`config.mk`:
```
export PLATFORM = sky130hd
export DESIGN_NAME = itc_timer
export DESIGN_NICKNAME = d
export VERILOG_FILES = /design/src/itc_pkg.sv /design/src/itc_edge_sync.sv /design/src/itc_timer.sv
export SDC_FILE = /design/constraint.sdc
export NUM_CORES = 1
export LEC_CHECK = 0
export BUFFER_PORTS_ARGS = -buffer_cell sky130_fd_sc_hd__buf_2
export CAP_MARGIN = 10
export CORE_UTILIZATION = 55
export DETAILED_ROUTE_END_ITERATION = 16
export PLACE_DENSITY = 0.73
export SLEW_MARGIN = 20
export SYNTH_ARGS = -nofsm -noshare
export SYNTH_HDL_FRONTEND = slang
export SYNTH_SLANG_ARGS = --single-unit
```
`constraint.sdc`:
```
create_clock -name clk -period 8.6 [get_ports clk]
set_input_delay 0.43 -clock clk [delete_from_list [all_inputs] [get_ports clk]]
set_output_delay 0.43 -clock clk [all_outputs]
set_load 0.1 [all_outputs]
```
`src/itc_pkg.sv`:
```
// Constants shared by the interval timer/counter block.
package itc_pkg;
    localparam int ITC_ADDR_W = 8;
    localparam int ITC_DATA_W = 32;
    localparam int ITC_CNT_W = 16;
    localparam int ITC_NUM_CH = 3;
    // Register indices; the byte address is four times the index.
    localparam logic [7:0] ITC_IDX_CNT0 = 8'h18;
    localparam logic [7:0] ITC_IDX_CNT1 = 8'h19;
    localparam logic [7:0] ITC_IDX_CNT2 = 8'h1A;
    localparam logic [7:0] ITC_IDX_CTRL = 8'h1B;
    localparam logic [7:0] ITC_ADDR_CNT0 = 8'(ITC_IDX_CNT0 * 4);
    localparam logic [7:0] ITC_ADDR_CNT1 = 8'(ITC_IDX_CNT1 * 4);
    localparam logic [7:0] ITC_ADDR_CNT2 = 8'(ITC_IDX_CNT2 * 4);
    localparam logic [7:0] ITC_ADDR_CTRL = 8'(ITC_IDX_CTRL * 4);
    // Control byte fields.
    localparam int ITC_SEL_HI = 7;
    localparam int ITC_SEL_LO = 6;
    localparam int ITC_ACC_HI = 5;
    localparam int ITC_ACC_LO = 4;
    localparam int ITC_MODE_HI = 3;
    localparam int ITC_MODE_LO = 1;
    localparam int ITC_BCD_BIT = 0;
    localparam int ITC_RB_CNT_N = 5;
    localparam int ITC_RB_STA_N = 4;
    localparam int ITC_RB_SEL0 = 1;
    localparam logic [1:0] ITC_SEL_READBACK = 2'h3;
    // Access types.
    localparam logic [1:0] ITC_ACC_LATCH = 2'h0;
    localparam logic [1:0] ITC_ACC_LSB = 2'h1;
    localparam logic [1:0] ITC_ACC_MSB = 2'h2;
    localparam logic [1:0] ITC_ACC_LH = 2'h3;
    // Operating modes; mode 3 ignores the top mode bit.
    localparam logic [1:0] ITC_MODE3_LOW = 2'h3;
    localparam logic [2:0] ITC_MODE4 = 3'h4;
    localparam logic [2:0] ITC_MODE5 = 3'h5;
    // Reset values.
    localparam logic [2:0] ITC_MODE_RST = 3'h0;
    localparam logic [1:0] ITC_ACC_RST = 2'h1;
    localparam logic [15:0] ITC_CNT_RST = 16'h0000;
    // Decrement steps.
    localparam logic [1:0] ITC_STEP_ONE = 2'h1;
    localparam logic [1:0] ITC_STEP_TWO = 2'h2;
    localparam logic [1:0] ITC_STEP_THREE = 2'h3;
endpackage

```
`src/itc_edge_sync.sv`:
```
// Two-stage synchroniser with rising and falling edge pulses.
`timescale 1ns/1ps
module itc_edge_sync (
    // Clock and reset
    input wire logic clk,
    input wire logic resetn,
    // Raw level and its edges
    input wire logic din,
    output logic rise,
    output logic fall
);
    logic meta_q;
    logic sync_q;
    logic prev_q;

    always_ff @(posedge clk) begin
        if (!resetn) begin
            // Taking the pin level during reset keeps an idle-high pin from a false edge.
            meta_q <= din;
            sync_q <= din;
            prev_q <= din;
        end else begin
            meta_q <= din;
            sync_q <= meta_q;
            prev_q <= sync_q;
        end
    end

    assign rise = sync_q & ~prev_q;
    assign fall = ~sync_q & prev_q;
endmodule

```
`src/itc_timer.sv`:
```
// Three-channel interval timer/counter with an APB register slave.
//
// Behaviour
// - Mode 3 even count: step two, half high
// - Mode 3 terminal: toggle output, reload, repeat
// - Mode 3 odd: high first minus one, low three
// - Mode 3 odd: high (N+1)/2, low (N-1)/2
// - Mode 4 set: output high, count after load
// - Mode 4 terminal: output low one clock
// - Mode 4 rewrite: new count on next clock
// - Mode 4: gate low holds the count
// - Mode 5: gate rise starts, retriggers, strobes
// - Control byte routed by select field, any order
// - Read-back exposes count, mode, output, null flag
// - Read-back count latch for all selected counters
// - Read-back status latch; next read returns it
// - Latch command copies count to hold register
// - Next read after latch returns held value
// - Control write-only at 27; counters 24 to 26
// - Control byte: select, access, mode, decimal
// - Read-back bits: count, status, counter selects
// - Status: output, null, access, mode, decimal
// - Three 16-bit counters, own clock, gate, output
`timescale 1ns/1ps
module itc_timer
    import itc_pkg::*;
#(
    parameter int NUM_CH = itc_pkg::ITC_NUM_CH,
    parameter int CNT_W = itc_pkg::ITC_CNT_W
) (
    // Clock and reset
    input wire logic clk,
    input wire logic resetn,
    // APB slave
    input wire logic psel,
    input wire logic penable,
    input wire logic pwrite,
    input wire logic [itc_pkg::ITC_ADDR_W-1:0] paddr,
    input wire logic [itc_pkg::ITC_DATA_W-1:0] pwdata,
    input wire logic [3:0] pstrb,
    output logic [itc_pkg::ITC_DATA_W-1:0] prdata,
    output logic pready,
    output logic pslverr,
    // Counter pins
    input wire logic [2:0] cnt_clk,
    input wire logic [2:0] cnt_gate,
    output logic [2:0] cnt_out
);
    import itc_pkg::*;

    if (NUM_CH != ITC_NUM_CH || CNT_W != ITC_CNT_W) begin : g_check
        $error("itc_timer serves three 16-bit counters only");
    end

    logic pready_q;
    logic pslverr_q;
    logic [ITC_DATA_W-1:0] prdata_q;
    logic [2:0] out_q;
    logic [7:0] rd_byte [3];
    logic [2:0] hit_ch;
    logic hit_ctrl;
    logic done;
    logic wr_done;
    logic rd_done;
    logic ctrl_wr;
    logic [7:0] wbyte;

    // Registers are one byte wide in the low lane of each word.
    assign wbyte = pwdata[7:0];
    assign hit_ch[0] = (paddr == ITC_ADDR_CNT0);
    assign hit_ch[1] = (paddr == ITC_ADDR_CNT1);
    assign hit_ch[2] = (paddr == ITC_ADDR_CNT2);
    assign hit_ctrl = (paddr == ITC_ADDR_CTRL);
    assign done = psel & penable & pready_q;
    assign wr_done = done & pwrite & pstrb[0];
    assign rd_done = done & ~pwrite;
    assign ctrl_wr = wr_done & hit_ctrl;

    // Answer in the first access cycle; side effects happen at the edge that ends it.
    always_ff @(posedge clk) begin
        if (!resetn) begin
            pready_q <= 1'b0;
            pslverr_q <= 1'b0;
            prdata_q <= '0;
        end else begin
            pready_q <= psel & ~penable;
            pslverr_q <= psel & ~penable & ~(|hit_ch | hit_ctrl);
            prdata_q <= '0;
            if (psel && !penable && !pwrite) begin
                for (int k = 0; k < 3; k++) begin
                    if (hit_ch[k]) begin
                        prdata_q <= {24'h000000, rd_byte[k]};
                    end
                end
            end
        end
    end

    assign prdata = prdata_q;
    assign pready = pready_q;
    assign pslverr = pslverr_q;
    assign cnt_out = out_q;

    // Decrement by one, in binary or in four decimal digits.
    function automatic logic [15:0] dec1(input logic [15:0] v, input logic bcd);
        logic [15:0] r;
        logic borrow;
        r = v;
        borrow = 1'b1;
        if (!bcd) begin
            r = v - 16'h0001;
        end else begin
            for (int d = 0; d < 4; d++) begin
                if (borrow) begin
                    if (r[d*4 +: 4] == 4'h0) begin
                        r[d*4 +: 4] = 4'h9;
                    end else begin
                        r[d*4 +: 4] = r[d*4 +: 4] - 4'h1;
                        borrow = 1'b0;
                    end
                end
            end
        end
        return r;
    endfunction

    function automatic logic [15:0] dec_n(input logic [15:0] v, input logic [1:0] n,
                                          input logic bcd);
        logic [15:0] r;
        r = v;
        for (int s = 0; s < 3; s++) begin
            if (2'(s) < n) begin
                r = dec1(r, bcd);
            end
        end
        return r;
    endfunction

    for (genvar i = 0; i < 3; i++) begin : g_ch
        logic clk_fall;
        logic gate_rise;
        logic [2:0] mode_q;
        logic [1:0] acc_q;
        logic bcd_q;
        logic [15:0] cr_q;
        logic wr_ptr_q;
        logic wr_full;
        logic [15:0] ce_q;
        logic [15:0] ce_next;
        logic [1:0] step;
        logic null_q;
        logic pend_q;
        logic armed_q;
        logic trig_q;
        logic [15:0] hold_q;
        logic held_q;
        logic [7:0] stat_q;
        logic stat_held_q;
        logic rd_ptr_q;
        logic [15:0] src;
        logic cw_sel;
        logic rb_sel;
        logic rd_hit;
        logic is_m3;

        itc_edge_sync u_clk_sync (
            .clk(clk),
            .resetn(resetn),
            .din(cnt_clk[i]),
            .rise(),
            .fall(clk_fall)
        );

        itc_edge_sync u_gate_sync (
            .clk(clk),
            .resetn(resetn),
            .din(cnt_gate[i]),
            .rise(gate_rise),
            .fall()
        );

        // Control byte routed by its select field; read-back uses its own select bits.
        assign cw_sel = ctrl_wr && wbyte[ITC_SEL_HI:ITC_SEL_LO] == 2'(i);
        assign rb_sel = ctrl_wr && wbyte[ITC_SEL_HI:ITC_SEL_LO] == ITC_SEL_READBACK
                        && wbyte[ITC_RB_SEL0 + i];
        assign rd_hit = rd_done & hit_ch[i];
        assign is_m3 = (mode_q[1:0] == ITC_MODE3_LOW);

        // Mode, access and decimal fields from a control byte that is not a latch.
        always_ff @(posedge clk) begin
            if (!resetn) begin
                mode_q <= ITC_MODE_RST;
                acc_q <= ITC_ACC_RST;
                bcd_q <= 1'b0;
            end else if (cw_sel && wbyte[ITC_ACC_HI:ITC_ACC_LO] != ITC_ACC_LATCH) begin
                mode_q <= wbyte[ITC_MODE_HI:ITC_MODE_LO];
                acc_q <= wbyte[ITC_ACC_HI:ITC_ACC_LO];
                bcd_q <= wbyte[ITC_BCD_BIT];
            end
        end

        // Count register written byte by byte.
        assign wr_full = wr_done && hit_ch[i] && (acc_q != ITC_ACC_LH || wr_ptr_q);
        always_ff @(posedge clk) begin
            if (!resetn) begin
                cr_q <= ITC_CNT_RST;
                wr_ptr_q <= 1'b0;
            end else if (cw_sel && wbyte[ITC_ACC_HI:ITC_ACC_LO] != ITC_ACC_LATCH) begin
                wr_ptr_q <= 1'b0;
            end else if (wr_done && hit_ch[i]) begin
                case (acc_q)
                    ITC_ACC_LSB: cr_q <= {8'h00, wbyte};
                    ITC_ACC_MSB: cr_q <= {wbyte, 8'h00};
                    ITC_ACC_LH: begin
                        if (wr_ptr_q) begin
                            cr_q[15:8] <= wbyte;
                        end else begin
                            cr_q[7:0] <= wbyte;
                        end
                        wr_ptr_q <= ~wr_ptr_q;
                    end
                    default: cr_q <= cr_q;
                endcase
            end
        end

        // Odd counts take one off in the high phase and three in the low phase.
        always_comb begin
            if (!is_m3) begin
                step = ITC_STEP_ONE;
            end else if (ce_q[0]) begin
                step = out_q[i] ? ITC_STEP_ONE : ITC_STEP_THREE;
            end else begin
                step = ITC_STEP_TWO;
            end
            ce_next = dec_n(ce_q, step, bcd_q);
        end

        // Counting engine, advanced on each falling edge of the counter clock.
        always_ff @(posedge clk) begin
            if (!resetn) begin
                ce_q <= ITC_CNT_RST;
                out_q[i] <= 1'b1;
                null_q <= 1'b0;
                pend_q <= 1'b0;
                armed_q <= 1'b0;
                trig_q <= 1'b0;
            end else if (cw_sel && wbyte[ITC_ACC_HI:ITC_ACC_LO] != ITC_ACC_LATCH) begin
                out_q[i] <= 1'b1;
                null_q <= 1'b1;
                pend_q <= 1'b0;
                armed_q <= 1'b0;
                trig_q <= 1'b0;
            end else begin
                if (gate_rise) begin
                    trig_q <= 1'b1;
                end
                if (clk_fall) begin
                    if (mode_q == ITC_MODE5) begin
                        if (trig_q || gate_rise) begin
                            ce_q <= cr_q;
                            null_q <= 1'b0;
                            armed_q <= 1'b1;
                            trig_q <= 1'b0;
                        end else if (armed_q) begin
                            ce_q <= ce_next;
                            if (ce_next == ITC_CNT_RST) begin
                                out_q[i] <= 1'b0;
                                armed_q <= 1'b0;
                            end
                        end
                        if (!out_q[i]) begin
                            out_q[i] <= 1'b1;
                        end
                    end else if (mode_q == ITC_MODE4) begin
                        if (pend_q) begin
                            ce_q <= cr_q;
                            null_q <= 1'b0;
                            pend_q <= 1'b0;
                            armed_q <= 1'b1;
                        end else if (armed_q && cnt_gate[i]) begin
                            ce_q <= ce_next;
                            if (ce_next == ITC_CNT_RST) begin
                                out_q[i] <= 1'b0;
                                armed_q <= 1'b0;
                            end
                        end
                        if (!out_q[i]) begin
                            out_q[i] <= 1'b1;
                        end
                    end else if (is_m3) begin
                        if (!cnt_gate[i]) begin
                            out_q[i] <= 1'b1;
                        end else if ((pend_q && !armed_q) || trig_q) begin
                            ce_q <= cr_q;
                            null_q <= 1'b0;
                            pend_q <= 1'b0;
                            armed_q <= 1'b1;
                            trig_q <= 1'b0;
                        end else if (armed_q) begin
                            if (ce_next == ITC_CNT_RST) begin
                                out_q[i] <= ~out_q[i];
                                ce_q <= cr_q;
                                null_q <= 1'b0;
                                pend_q <= 1'b0;
                            end else begin
                                ce_q <= ce_next;
                            end
                        end
                    end
                end
                // A count written in the same cycle as a load is not lost.
                if (wr_full) begin
                    null_q <= 1'b1;
                    pend_q <= 1'b1;
                end
            end
        end

        // Latched count, latched status and the read byte pointer.
        always_ff @(posedge clk) begin
            if (!resetn) begin
                hold_q <= ITC_CNT_RST;
                held_q <= 1'b0;
                stat_q <= 8'h00;
                stat_held_q <= 1'b0;
                rd_ptr_q <= 1'b0;
            end else begin
                if (rd_hit) begin
                    if (stat_held_q) begin
                        stat_held_q <= 1'b0;
                    end else begin
                        if (acc_q == ITC_ACC_LH) begin
                            rd_ptr_q <= ~rd_ptr_q;
                        end
                        if (held_q && (acc_q != ITC_ACC_LH || rd_ptr_q)) begin
                            held_q <= 1'b0;
                        end
                    end
                end
                if (cw_sel && wbyte[ITC_ACC_HI:ITC_ACC_LO] != ITC_ACC_LATCH) begin
                    held_q <= 1'b0;
                    stat_held_q <= 1'b0;
                    rd_ptr_q <= 1'b0;
                end
                // A second latch before the read keeps the first value.
                if (!held_q && ((cw_sel && wbyte[ITC_ACC_HI:ITC_ACC_LO] == ITC_ACC_LATCH)
                        || (rb_sel && !wbyte[ITC_RB_CNT_N]))) begin
                    hold_q <= ce_q;
                    held_q <= 1'b1;
                end
                if (!stat_held_q && rb_sel && !wbyte[ITC_RB_STA_N]) begin
                    stat_q <= {out_q[i], null_q, acc_q, mode_q, bcd_q};
                    stat_held_q <= 1'b1;
                end
            end
        end

        assign src = held_q ? hold_q : ce_q;
        always_comb begin
            if (stat_held_q) begin
                rd_byte[i] = stat_q;
            end else if (acc_q == ITC_ACC_MSB || (acc_q == ITC_ACC_LH && rd_ptr_q)) begin
                rd_byte[i] = src[15:8];
            end else begin
                rd_byte[i] = src[7:0];
            end
        end
    end
endmodule

```
==> results.env <==
POST_CTS.REPAIR.SETUP_BUFFERS=0
CRIT_END_ELEMENT='register'
ROW_COUNT=66
FINALWIRELENGTH_MM=59.0
LEAKAGE_POWER_FIGURE_nW=7.05
POST-PLACE-WS_NS=1.63
POSTSYNTHAREAPERCELL_UM2=7.49
FINAL_LAYOUT_SIZE_SUFFIX_GT1_SHARE_PCT=7.90
DIE_Y_UM=185
SYNTH_CELL_AREA_UM2=18400
NUMCLOCKSINKS=241
FLOORPLAN.DIE.WIDTH_UM=185
CTS-ROOT-BUF='sky130_fd_sc_hd__clkbuf_16'
MIN_PERIOD_NS=7.26
FINAL_COMMON_CELL='sky130_fd_sc_hd__nand2_1'
DP_CELLS=2774
FINISH.UTILIZATION_PCT=59.1
SLEW_HEADROOM_PCT=29.5
FINAL.SETUP.WORST_SLACK_NS=1.34
CTS-HOLD-FIX-BUFFERS=0
FINAL.HOLD.WORST_SLACK_NS=0.0111
INSERTION_DELAY_NS=0.54
SYNTH_SIMPLE_GATE_AREA_SHARE_PCT=28.6
FLOORPLAN.INITIALDENSITY_PCT=56.3
GRT_SETUP_UNREPAIRED='no'
STATUS='complete, no violations'
ANTENNA_FOUND_INITIAL=1
GRT_MAX_DEGREE=99
FINAL_ANTENNA_NET_COUNT=0
CORE_AREA_UM2=32700
FINAL_CELL_MIX='sky130_fd_sc_hd__nand2_1 (272), sky130_fd_sc_hd__nor2_1 (269), sky130_fd_sc_hd__dfxtp_1 (241)'
TIMING.CRITICAL_PATH.ARRIVAL_NS=7.69
SYNTHXORXNORAREAFRAC_PCT=3.43
FINALSETUPVIOLATIONS=0
FINAL-HOLD-VIOLATION-COUNT=0
WORSTPATHMAXFANOUT=30
CRITICALPATHCATEGORY='reg -> reg'
VDD_DROP_MAX_uV=176
TIGHTESTPINTRANSITION_NS=1.06
CTS_BUFFERS=26
POWERDENSITY_nW_PER_UM2=126
SYNTH_COMPOUND_GATE_AREA_SHARE_PCT=23.0
VIA_COUNT_OF_THE_FIRST_GLOBAL_ROUTING_PASS=16600
PORTBUFFERS=40
POSTSYNTH.ASYNCRESETSHARE_PCT=0
YOSYS.CELL_TYPES.COUNT=102
GRT-OVFL-TOTAL=0
DIODES=0
CAP_VIOL_MAX_COUNT=0
GRT_PASS1_WL_MM=91.0
SYNTH_TOP_AREA_SHARE_PCT=26.2
MAXCLOCKFREQUENCY_MHz=138
SYNTH_FLOP_CELL='sky130_fd_sc_hd__dfxtp_1'
ROUTE.VIAS.TOTAL=19000
FINAL_ESTIMATED_ROUTING_CONGESTION_IN_GLOBAL_PLACEMENT=0.956
DRTITER0DRC=2084
LAUNCHING_ELEMENT_TYPE_OF_THE_CRITICAL_PATH='register'
DIE_AREA_UM2=34200
YOSYS_REGISTER_BITS=241
SYNTH_ENABLE_FLOP_CELLS=0
YS_SEQ_AREA_SHARE_PCT=26.2
SYNTHESIS.YOSYS.WARNINGS=0
CLK_TRANSITION_REPORTED_PATHS_NS=0.07
MUXSHAREOFSYNTHAREA_PCT=11.3
WORST-ENDPOINT-REQUIRED_NS=9.03
CTS-RESIZED-GATES=0
VIA_PER_INST=6.75
TNS_NS=0
LAYOUTNONFILLERINSTCOUNT=2821
DOMINANT_COMBINATIONAL_CELL_FAMILY_BY_AREA_AFTER_SYNTHESIS='simple AND/OR/NAND/NOR gates'
TRITONCTS='yes'
FINALCLOCKSKEW_NS=0.0122
SYNTH_CELLS=2458
POST_ROUTE_FRACTION_OF_THE_PERIOD_CONSUMED_BY_THE_CRITICAL_PATH_PCT=84.5
TIMING.HOLD.WORST.CLASS='in -> reg'
SYNTH_LARGEST_AREA_CELL='sky130_fd_sc_hd__dfxtp_1'
TOP_LEVEL_PORTS=92
DRC_ERRORS=0
CTS_MAX_LEVEL=1
DRT-PASS1-ITER-COUNT=6
GRT.TOTAL_USAGE_PCT=33.2
WL_PER_CELL_UM=20.9
LAYOUT.NETS=2433
SYNTH_TOP_CELLS_BY_AREA='sky130_fd_sc_hd__dfxtp_1 (26%), sky130_fd_sc_hd__mux2i_1 (6.9%), sky130_fd_sc_hd__nand2_1 (5.5%)'
SYNTH-ADDER-AREA-SHARE_PCT=1.22
SLEW_VIOL_FINAL=0
FLOW.AREA_GROWTH_FROM_SYNTHESIS_PCT=5.11
DP_HPWL_MM=42.7
CLOCK_PATH_BUFFERS=3
==> per-layer routing <==
layer  track usage [%]  share of wire [%]  vias to the layer above
met2              52.9                 45                     1014
met5                 0                  0                        -
met4              9.65                2.9                        0
met3              3.42                8.9                      134
li1                  -                  -                     8825
met1              47.2                 43                     9075
==> cell usage after synthesis (15+ instances only) <==
library cell / n
sky130_fd_sc_hd__nand2b_1: 27
sky130_fd_sc_hd__o22ai_1: 17
sky130_fd_sc_hd__nor3_1: 66
sky130_fd_sc_hd__clkbuf_1: 154
sky130_fd_sc_hd__nand2_1: 272
sky130_fd_sc_hd__nor4_1: 41
sky130_fd_sc_hd__or3_1: 35
sky130_fd_sc_hd__nand4_1: 49
sky130_fd_sc_hd__mux4_2: 24
sky130_fd_sc_hd__xor2_1: 31
sky130_fd_sc_hd__o21ai_0: 82
sky130_fd_sc_hd__nor2b_1: 27
sky130_fd_sc_hd__nand3b_1: 15
sky130_fd_sc_hd__buf_4: 27
sky130_fd_sc_hd__a311oi_1: 16
sky130_fd_sc_hd__nor2_1: 269
sky130_fd_sc_hd__mux2i_1: 127
sky130_fd_sc_hd__mux2_2: 20
sky130_fd_sc_hd__ha_1: 18
sky130_fd_sc_hd__xnor2_1: 41
sky130_fd_sc_hd__a211oi_1: 26
sky130_fd_sc_hd__and3_1: 18
sky130_fd_sc_hd__a21oi_1: 176
sky130_fd_sc_hd__nand3_1: 109
sky130_fd_sc_hd__inv_1: 63
sky130_fd_sc_hd__o211ai_1: 46
sky130_fd_sc_hd__dfxtp_1: 241
sky130_fd_sc_hd__or4_1: 27
sky130_fd_sc_hd__a31oi_1: 41
sky130_fd_sc_hd__and2_1: 28
sky130_fd_sc_hd__a21o_1: 26
==> where the power goes <==
group,internal [mW],switching [mW],leakage [nW]
sequential,1.12,0.00436,1.95
combinational,0.0273,0.126,4.68
clock,0.676,0.473,0.427
total,1.83,0.604,7.05
==> through the flow <==
stage / power, mW / area (um2)
floorplan: 1.28 / 18500
global placement: 1.30 / 18500
detailed placement: 1.30 / 18500
CTS: 2.43 / 19300
global route: 2.50 / 19300
finish: 2.43 / 19300
==> critical path: stages (launching register included) <==
cell and delay (ns):
sky130_fd_sc_hd__dfxtp_1 0.50, sky130_fd_sc_hd__inv_1 0.28, sky130_fd_sc_hd__ha_1 0.86, sky130_fd_sc_hd__nor4bb_1 0.63
sky130_fd_sc_hd__or2_2 0.25, sky130_fd_sc_hd__ha_1 0.29, sky130_fd_sc_hd__and2_1 0.23, sky130_fd_sc_hd__nand3_1 0.19
sky130_fd_sc_hd__nor4_1 0.42, sky130_fd_sc_hd__a311oi_1 0.11, sky130_fd_sc_hd__a31oi_1 0.49, sky130_fd_sc_hd__or3b_1 0.48
sky130_fd_sc_hd__nor4_1 0.43, sky130_fd_sc_hd__xor2_1 0.23, sky130_fd_sc_hd__nor4b_1 0.35, sky130_fd_sc_hd__nand4_1 0.15
sky130_fd_sc_hd__nor3_2 0.78, sky130_fd_sc_hd__a21oi_1 0.16, sky130_fd_sc_hd__o31a_1 0.30
==> flip-flops by register name (all words and copies together), names as in the netlist, 3 cells and up <==
name,count
cnt_out,3
g_ch.acc_q,6
g_ch.armed_q,3
g_ch.bcd_q,3
g_ch.ce_q,48
g_ch.cr_q,48
g_ch.held_q,3
g_ch.hold_q,48
g_ch.mode_q,9
g_ch.null_q,3
g_ch.pend_q,3
g_ch.rd_ptr_q,3
g_ch.stat_held_q,3
g_ch.stat_q,24
g_ch.trig_q,3
g_ch.u_clk_sync.meta_q,3
g_ch.u_clk_sync.prev_q,3
g_ch.u_clk_sync.sync_q,3
g_ch.u_gate_sync.meta_q,3
g_ch.u_gate_sync.prev_q,3
g_ch.u_gate_sync.sync_q,3
g_ch.wr_ptr_q,3
prdata,8
==> final cells by class <==
cell class,count,area [um2]
Multi-Input combinational cell,1972,12500
Timing Repair Buffer,55,313
Fill cell,3024,13400
Clock buffer,35,714
Tap cell,442,553
Sequential cell,241,4820
Inverter,64,243
Clock inverter,12,156
==> cell families (layout without fill, tap and decap cells) <==
| kind of cell | count (synthesis) | after routing |
|---|---|---|
| simple gates | 1056 | 1056 |
| compound gates | 628 | 628 |
| buf+inv | 268 | 166 |
| flops | 241 | 241 |
| mux | 174 | 174 |
| xor+xnor | 72 | 72 |
| fa+ha+maj | 18 | 18 |
| other cells | 1 | 24 |
==> final timing paths <==
kind                        startpoint                        end  slack, ns  cells past startpoint
max                    g_ch[2].ce_q[0]             g_ch[2].pend_q       1.34                     18
min                         cnt_clk[1]  g_ch[1].u_clk_sync.meta_q       0.01                      1
max reg2reg            g_ch[2].ce_q[0]             g_ch[2].pend_q       1.34                     18
min reg2reg  g_ch[2].u_clk_sync.meta_q  g_ch[2].u_clk_sync.sync_q       0.43                      2
(Power assumes the default switching activity.)
